`src/verilog/dbg_auth_cfg.svh`:
```
/*
 * Offsets, field positions, reset values and encodings of the debug
 * authentication status and exception catch block.
 * Assumes inclusion by bare name from the top module.
 */
`ifndef DBG_AUTH_CFG_SVH
`define DBG_AUTH_CFG_SVH

`define OFF_AUTH_STATUS      8'h00
`define OFF_CTI_AUTH_STATUS  8'h04
`define OFF_EXC_CATCH        8'h08
`define OFF_IRQ_STATUS       8'h0c
`define OFF_IRQ_MASK         8'h10
`define OFF_TOP_CATCH        8'h14

`define POS_SECURE_INV       4
`define POS_REALM_INV        12
`define POS_REALM_NONINV     14
`define POS_ROOT_INV         24
`define POS_ROOT_NONINV      26
`define POS_ENTRY_CATCH      16
`define POS_RETURN_CATCH     20
`define POS_TOP_ENTRY        0
`define POS_TOP_RETURN       1

`define CODE_NOT_IMPL        2'h0
`define CODE_DISABLED        2'h2
`define CODE_ENABLED         2'h3

`define CATCH_RESET          3'h0
`define CATCH_LEVEL0_MASK    3'h6
`define CTI_RAZ_MASK         32'h0f00f000
`define IRQ_RESET            2'h0

`endif

```
`src/verilog/dbg_auth_pkg.sv`:
```
/*
 * Types shared by the debug authentication and exception catch block.
 * Assumes the constants header sits on the include path.
 */
package dbg_auth_pkg;

    typedef struct packed {
        logic [2:0] entry;
        logic [2:0] ret;
    } catch_fields_t;

    typedef struct packed {
        logic       entry_catch;
        logic       return_catch;
    } catch_hit_t;

    typedef struct packed {
        logic       valid;
        logic       entry;
        logic [1:0] level;
        logic       realm;
    } exc_event_t;

endpackage

```
`src/verilog/dbg_auth_catch.sv`:
```
/*
 * Debug authentication status, cross-trigger authentication status and
 * exception catch control, reached over a classic Wishbone slave.
 * Assumes the debug enables and exception events are synchronous to
 * SYS_CLK, and that RST_B is the cold reset; warm and external debug
 * resets arrive as plain synchronous inputs.
 */
// Decided for this implementation: the placing of the registers and the Wishbone interface to the registers.
// Functional notes
// - Root invasive status at bits 25:24 reads 00 absent, 10 disabled, 11 enabled.
// - Root non-invasive status at bits 27:26 always equals the root invasive status.
// - Realm invasive status at bits 13:12 reads 00 absent, 10 disabled, 11 enabled.
// - Realm non-invasive status at bits 15:14 always equals the realm invasive status.
// - Without Secure state the secure invasive status at bits 5:4 reads 00.
// - With Secure state the secure invasive status reads 10 disabled or 11 enabled.
// - Realm entry catch sits at bits 18:16, one bit per level, with level 0 reading zero.
// - Realm return catch sits at bits 22:20, one bit per level, paired with entry catch.
// - Per level entry/return 00 none, 01 returns, 10 entry and return, 11 entry only.
// - Both realm catch fields clear to zero on cold reset.
// - Both realm catch fields keep their values through warm and external debug reset.
// - Without the realm feature both realm catch fields read zero and ignore writes.
// - Catch at the top level stays under the top-level entry and return bits alone.
// - With the os lock flag set the system view maps onto the same catch storage.
`timescale 1ns/10ps
`include "dbg_auth_cfg.svh"

module dbg_auth_catch #(
    parameter bit REALM_PRESENT  = 1'b1,
    parameter bit ROOT_PRESENT   = 1'b1,
    parameter bit SECURE_PRESENT = 1'b1
) (
    input  wire logic                    SYS_CLK,
    input  wire logic                    RST_B,
    input  wire logic                    WARM_RESET,
    input  wire logic                    EXT_DEBUG_RESET,
    input  wire logic                    CYC_I,
    input  wire logic                    STB_I,
    input  wire logic                    WE_I,
    input  wire logic [7:0]              ADR_I,
    input  wire logic [3:0]              SEL_I,
    input  wire logic [31:0]             DAT_I,
    output logic      [31:0]             DAT_O,
    output logic                         ACK_O,
    input  wire logic                    ROOT_DEBUG_EN,
    input  wire logic                    REALM_DEBUG_EN,
    input  wire logic                    SECURE_DEBUG_EN,
    input  wire logic                    OS_LOCK_FLAG,
    input  wire logic                    SYS_VIEW_WE,
    input  wire logic [31:0]             SYS_VIEW_WDATA,
    output logic      [31:0]             SYS_VIEW_RDATA,
    input  wire dbg_auth_pkg::exc_event_t EXC_EVENT,
    output dbg_auth_pkg::catch_hit_t     CATCH_HIT,
    output logic                         IRQ
);
    import dbg_auth_pkg::*;

    catch_fields_t realm_catch;
    logic [1:0]    top_catch;
    logic [1:0]    irq_status;
    logic [1:0]    irq_mask;
    logic [31:0]   auth_status;
    logic [31:0]   cti_status;
    logic [31:0]   exc_catch_word;
    logic [31:0]   next_dat;
    logic [31:0]   wmask;
    logic [31:0]   wdata;
    logic          bus_req;
    logic          bus_wr;
    logic          sys_wr;
    logic          hit_entry;
    logic          hit_return;
    logic [1:0]    root_code;
    logic [1:0]    realm_code;
    logic [1:0]    secure_code;

    assign bus_req = CYC_I & STB_I & ~ACK_O;
    assign bus_wr  = bus_req & WE_I;
    assign sys_wr  = SYS_VIEW_WE & OS_LOCK_FLAG;

    genvar g;
    generate
        for (g = 0; g < 4; g++) begin : g_lane
            assign wmask[8*g +: 8] = {8{SEL_I[g]}};
        end
    endgenerate
    assign wdata = bus_wr ? ((DAT_I & wmask) | (exc_catch_word & ~wmask)) : SYS_VIEW_WDATA;

    always_comb begin
        root_code = `CODE_NOT_IMPL;
        if (ROOT_PRESENT) begin
            root_code = ROOT_DEBUG_EN ? `CODE_ENABLED : `CODE_DISABLED;
        end
        realm_code = `CODE_NOT_IMPL;
        if (REALM_PRESENT) begin
            realm_code = REALM_DEBUG_EN ? `CODE_ENABLED : `CODE_DISABLED;
        end
        secure_code = `CODE_NOT_IMPL;
        if (SECURE_PRESENT) begin
            secure_code = SECURE_DEBUG_EN ? `CODE_ENABLED : `CODE_DISABLED;
        end
    end

    always_comb begin
        auth_status = 32'h0;
        auth_status[`POS_ROOT_INV +: 2]     = root_code;
        auth_status[`POS_ROOT_NONINV +: 2]  = root_code;
        auth_status[`POS_REALM_INV +: 2]    = realm_code;
        auth_status[`POS_REALM_NONINV +: 2] = realm_code;
        auth_status[`POS_SECURE_INV +: 2]   = secure_code;
    end

    // Status of the cross-trigger unit carries the same domains minus the new fields
    assign cti_status = auth_status & ~`CTI_RAZ_MASK;

    always_comb begin
        exc_catch_word = 32'h0;
        exc_catch_word[`POS_ENTRY_CATCH +: 3]  = realm_catch.entry;
        exc_catch_word[`POS_RETURN_CATCH +: 3] = realm_catch.ret;
        exc_catch_word[`POS_TOP_ENTRY]         = top_catch[0];
        exc_catch_word[`POS_TOP_RETURN]        = top_catch[1];
    end
    assign SYS_VIEW_RDATA = OS_LOCK_FLAG ? exc_catch_word : 32'h0;

    // Only cold reset clears the catch fields; warm and debug resets are ignored here
    always_ff @(posedge SYS_CLK or negedge RST_B) begin
        if (!RST_B) begin
            realm_catch.entry <= `CATCH_RESET;
            realm_catch.ret   <= `CATCH_RESET;
            top_catch         <= 2'h0;
        end else if ((bus_wr && ADR_I == `OFF_EXC_CATCH) || sys_wr) begin
            if (REALM_PRESENT) begin
                realm_catch.entry <= wdata[`POS_ENTRY_CATCH +: 3] & `CATCH_LEVEL0_MASK;
                realm_catch.ret   <= wdata[`POS_RETURN_CATCH +: 3];
            end else begin
                realm_catch.entry <= `CATCH_RESET;
                realm_catch.ret   <= `CATCH_RESET;
            end
            top_catch <= {wdata[`POS_TOP_RETURN], wdata[`POS_TOP_ENTRY]};
        end
    end

    always_comb begin
        hit_entry  = 1'b0;
        hit_return = 1'b0;
        if (EXC_EVENT.valid) begin
            if (EXC_EVENT.level == 2'h3) begin
                hit_entry  = EXC_EVENT.entry & top_catch[0];
                hit_return = ~EXC_EVENT.entry & top_catch[1];
            end else if (EXC_EVENT.realm) begin
                case ({realm_catch.entry[EXC_EVENT.level], realm_catch.ret[EXC_EVENT.level]})
                    2'b01: hit_return = ~EXC_EVENT.entry;
                    2'b10: begin
                        hit_entry  = EXC_EVENT.entry;
                        hit_return = ~EXC_EVENT.entry;
                    end
                    2'b11: hit_entry = EXC_EVENT.entry;
                    default: begin
                        hit_entry  = 1'b0;
                        hit_return = 1'b0;
                    end
                endcase
            end
        end
    end

    always_ff @(posedge SYS_CLK or negedge RST_B) begin
        if (!RST_B) begin
            CATCH_HIT <= '0;
        end else begin
            CATCH_HIT.entry_catch  <= hit_entry;
            CATCH_HIT.return_catch <= hit_return;
        end
    end

    // Set wins over a write-one-to-clear in the same cycle
    always_ff @(posedge SYS_CLK or negedge RST_B) begin
        if (!RST_B) begin
            irq_status <= `IRQ_RESET;
        end else begin
            irq_status <= (irq_status & ~((bus_wr && ADR_I == `OFF_IRQ_STATUS) ? DAT_I[1:0] & wmask[1:0] : 2'h0))
                          | {hit_return, hit_entry};
        end
    end

    always_ff @(posedge SYS_CLK or negedge RST_B) begin
        if (!RST_B) begin
            irq_mask <= `IRQ_RESET;
        end else if (bus_wr && ADR_I == `OFF_IRQ_MASK) begin
            irq_mask <= DAT_I[1:0] & wmask[1:0];
        end
    end

    assign IRQ = |(irq_status & irq_mask);

    always_comb begin
        case (ADR_I)
            `OFF_AUTH_STATUS:     next_dat = auth_status;
            `OFF_CTI_AUTH_STATUS: next_dat = cti_status;
            `OFF_EXC_CATCH:       next_dat = exc_catch_word;
            `OFF_IRQ_STATUS:      next_dat = {30'h0, irq_status};
            `OFF_IRQ_MASK:        next_dat = {30'h0, irq_mask};
            default:              next_dat = 32'h0;
        endcase
    end

    // One-cycle answer; ack drops the cycle after so back-to-back needs a gap
    always_ff @(posedge SYS_CLK or negedge RST_B) begin
        if (!RST_B) begin
            ACK_O <= 1'b0;
            DAT_O <= 32'h0;
        end else begin
            ACK_O <= bus_req;
            if (bus_req && !WE_I) begin
                DAT_O <= next_dat;
            end
        end
    end

endmodule // dbg_auth_catch

```
`config.mk`:
```
export PLATFORM = sky130hd
export DESIGN_NAME = dbg_auth_catch
export DESIGN_NICKNAME = d
export VERILOG_FILES = /design/src/verilog/dbg_auth_pkg.sv /design/src/verilog/dbg_auth_catch.sv
export VERILOG_INCLUDE_DIRS = /design/src /design/src/verilog
export SDC_FILE = /design/constraint.sdc
export NUM_CORES = 1
export LEC_CHECK = 0
export BUFFER_PORTS_ARGS = -buffer_cell sky130_fd_sc_hd__buf_2
export CELL_PAD_IN_SITES_DETAIL_PLACEMENT = 1
export CELL_PAD_IN_SITES_GLOBAL_PLACEMENT = 2
export CORE_ASPECT_RATIO = 1.5
export CORE_MARGIN = 3
export CORE_UTILIZATION = 19
export CTS_BUF_LIST = sky130_fd_sc_hd__clkbuf_4 sky130_fd_sc_hd__clkbuf_8
export DETAILED_ROUTE_END_ITERATION = 8
export GPL_TIMING_DRIVEN = 0
export HOLD_SLACK_MARGIN = 0.15
export PLACE_DENSITY = 0.85
export SYNTH_ARGS = -nofsm -noshare
export SYNTH_HDL_FRONTEND = slang
export SYNTH_SLANG_ARGS = --single-unit
```
`constraint.sdc`:
```
create_clock -name SYS_CLK -period 1.9 [get_ports SYS_CLK]
set_input_delay 0.095 -clock SYS_CLK [delete_from_list [all_inputs] [get_ports SYS_CLK]]
set_output_delay 0.095 -clock SYS_CLK [all_outputs]
set_load 0.02 [all_outputs]
```
==> results.tsv <==
metric	value	unit
XOR/XNOR Fraction of Synth Area	0	%
Final setup viols	0	
fin cells	405	
1st-iter DRT viols	75	
Hold Path Depth	3	
dpl cells	388	
average size of a mapped cell	9.61	um2
post-route minimum period	1.83	ns
Vias/cell	3.98	
FF-to-FF End	irq_status[0]$_DFF_PN0_	
area fraction of the dominant cell type after synthesis	38.3	%
CP Launch Type	flip-flop	
Pwr Density	529	nW/um2
die width	83.2	um
Initial Utilization	19.8	%
I/O Buffers	65	
GRT Residual Overflow	0	
Hold WC Path Type	in -> reg	
Final Hold Fails	0	
top cell type by total area after synthesis	dfrtp_1	
largest family of logic cells by synthesized area	buffers and inverters	
clock slew seen by the registers of the worst setup and hold paths	0.09	ns
asr flop ratio synth	100	%
DR WL/cell	12.9	um
RSZ-0062 raised after global routing	yes	
Power Total	0.00133	W
Core Util, Final	29.3	%
Main synth FF type	dfrtp_1	
Layout Nets	395	
clk sink count	26	
DR top layer	met4	
WL met1	1960	um
Skew-Pair Late Insertion Delay	0.26	ns
HPWL Detailed	4380	um
total CTS buffers	3	
met3 WL	422	um
Mapped Area	1700	um2
Post-synth top cells	45 x buf_4, 26 x dfrtp_1, 12 x nand2_1	
Final Cycle Share	96.3	%
Crit Path Max Fanout	10	
core area	8570	um2
Fin Hold WS	0.152	ns
critical path's top delay family	simple AND/OR/NAND/NOR gates	
FF-to-FF path depth	5	
Synth area leaders	dfrtp_1 38%, buf_4 20%, a22o_1 4.1%	
initial antenna violation count	0	
Seq cells post-synth	26	
layout cells sized above 1	40.9	%
area share of and/or/nand/nor cells after synthesis	17.8	%
status	finished clean	
post-synthesis compound-gate area fraction	18.6	%
first-pass GRT wire length	8460	um
Ys Warns	0	
post-synth cell types	36	
FMAX	547	MHz
Clock Path Buffers	2	
CP arrival	1.99	ns
critical path cell sequence	nand4b_1 -> clkbuf_1 -> nor2_1 -> nand4_1 -> a21o_1	
EDFF count, synth	0	
R2R setup slack	0.07	ns
largest net degree at the start of global routing	27	
Crit path largest cell delay	0.44	ns
final worst-path setup slack	0.0708	ns
post-CTS setup buffer count	0	
Rows	41	
area delta synth->final	47.5	%
n_diodes	0	
Synth Instances	177	
Setup CP Type	reg -> reg	
hold_sp	DAT_I[18]	
vias in the first global route	1748	
Max Slew Vio Count	0	
worst-margin pin slew	0.593	ns
Seq/Total Area, Yosys	38.3	%
CTS tree	done	
Rel. slew slack	60.4	%
CTS H-tree depth	1	
DRT antenna net count	0	
clk_skew	0.00124	ns
Clock Root Buffer	clkbuf_8	
dpl ws	0.0471	ns
CP Capture Type	flip-flop	
Bufs and invs on worst path	1	
Pre-antenna DRT Iters	2	
Static Leakage	1.36	nW
CP required	2.06	ns
multiplexer share of the synthesized area	1.77	%
CP max-delay cell	nand4b_1	
GRT Total Usage	10.2	%
chip height	122	um
max cap viols	0	
die area	10100	um2
dominant cell by count in the synthesized netlist	buf_4	
Reg-to-Reg Start	ACK_O$_DFF_PN0_	
Routability Congestion	0.744	
final wirelength	5220	um
met2 WL	2790	um
I/O pin cnt	161	
Layout fillers	1024	
# DRC	0	
VDD IR max	0.000199	V
DR vias	1613	
Post-Synth Adder-Cell Area	1.47	%
==> stage by stage <==
| stage | setup TNS (ns) | area [um2] |
|---|---|---|
| floorplan | 0 | 1850 |
| global placement | 0 | 2310 |
| detailed placement | 0 | 2310 |
| CTS | 0 | 2500 |
| global route | -0.0534 | 2510 |
| finish | 0 | 2510 |
==> layout make-up <==
cell class | instances | area [um2] | share of cell area, %
plain buffers | 48 | 349 | 13.9
inverters | 5 | 18.8 | 0.748
clock buffers | 3 | 41.3 | 1.65
repair buffers | 80 | 475 | 19.0
multi-input cells | 136 | 840 | 33.5
well taps | 107 | 134 | 5.34
flip-flops and latches | 26 | 651 | 25.9
==> where the power goes <==
| group | switching, W | total [W] | internal, W |
|---|---|---|---|
| clock | 0.000165 | 0.000307 | 0.000142 |
| sequential | 0.0000381 | 0.000628 | 0.000589 |
| combinational | 0.000218 | 0.000393 | 0.000175 |
| total | 0.000421 | 0.00133 | 0.000907 |
==> layer usage <==
metal,global-route usage [%],vias up
li1,-,778
met1,11.0,756
met2,19.9,75
met3,2.17,4
met4,2.86,0
met5,0,-
==> worst max path at each step <==
stage / startpoint / to / slack [ns] / cells past startpoint
after CTS: ACK_O$_DFF_PN0_ / flip-flop / 0.004 / 4
after detailed placement: ACK_O$_DFF_PN0_ / flip-flop / 0.05 / 4
after global placement: ACK_O$_DFF_PN0_ / flip-flop / 0.11 / 4
final: ACK_O$_DFF_PN0_ / irq_status[0]$_DFF_PN0_ / 0.07 / 5
after floorplan: ACK_O$_DFF_PN0_ / DAT_O[21]$_DFFE_PN0P_ / 0.29 / 4
after global routing: ACK_O$_DFF_PN0_ / irq_status[0]$_DFF_PN0_ / -0.05 / 5
==> kinds of logic (layout without fill, tap and decap cells) <==
logic type                 Yosys count  count (layout)
adders and majority gates            2               2
and+or+nand+nor                     51              51
DFF                                 26              26
buffers and inverters               54             136
AOI/OAI and AO/OA                   40              40
muxes                                3               3
other                                1              40
==> worst min-delay path: stages <==
cell	delay [ns]
buf_2	0.08
a22oi_1	0.07
o2bb2ai_1	0.14
==> cells in the final DEF, fill, tap and decap left out, drive strengths merged <==
cell type	synthesis	final
inv	5	5
o31ai	1	1
nand2b	2	2
a22o	8	8
nor2	7	7
or3b	1	1
dlygate4sd3	0	15
nor2b	4	4
conb	1	40
or2	1	1
a22oi	7	7
mux2i	3	3
or3	2	2
o21a	2	2
dfrtp	26	26
and2	8	8
o41ai	2	2
nand3	4	4
a21o	3	3
nand2	12	12
nand3b	1	1
o2bb2ai	7	7
o22ai	2	2
nand4	2	2
ha	2	2
nand4b	1	1
nor3	4	4
o211ai	1	1
o21ai	2	2
nor4	1	1
buf	46	110
a21oi	5	5
or4	1	1
clkbuf	3	6
==> repair_timing <==
item	in CTS	in global routing
endpoints found under the hold margin	36	0
hold buffers	15	0
setup endpoints to repair	0	13
gates resized for setup	0	2
Note: power is estimated with default switching activity, not from simulation.
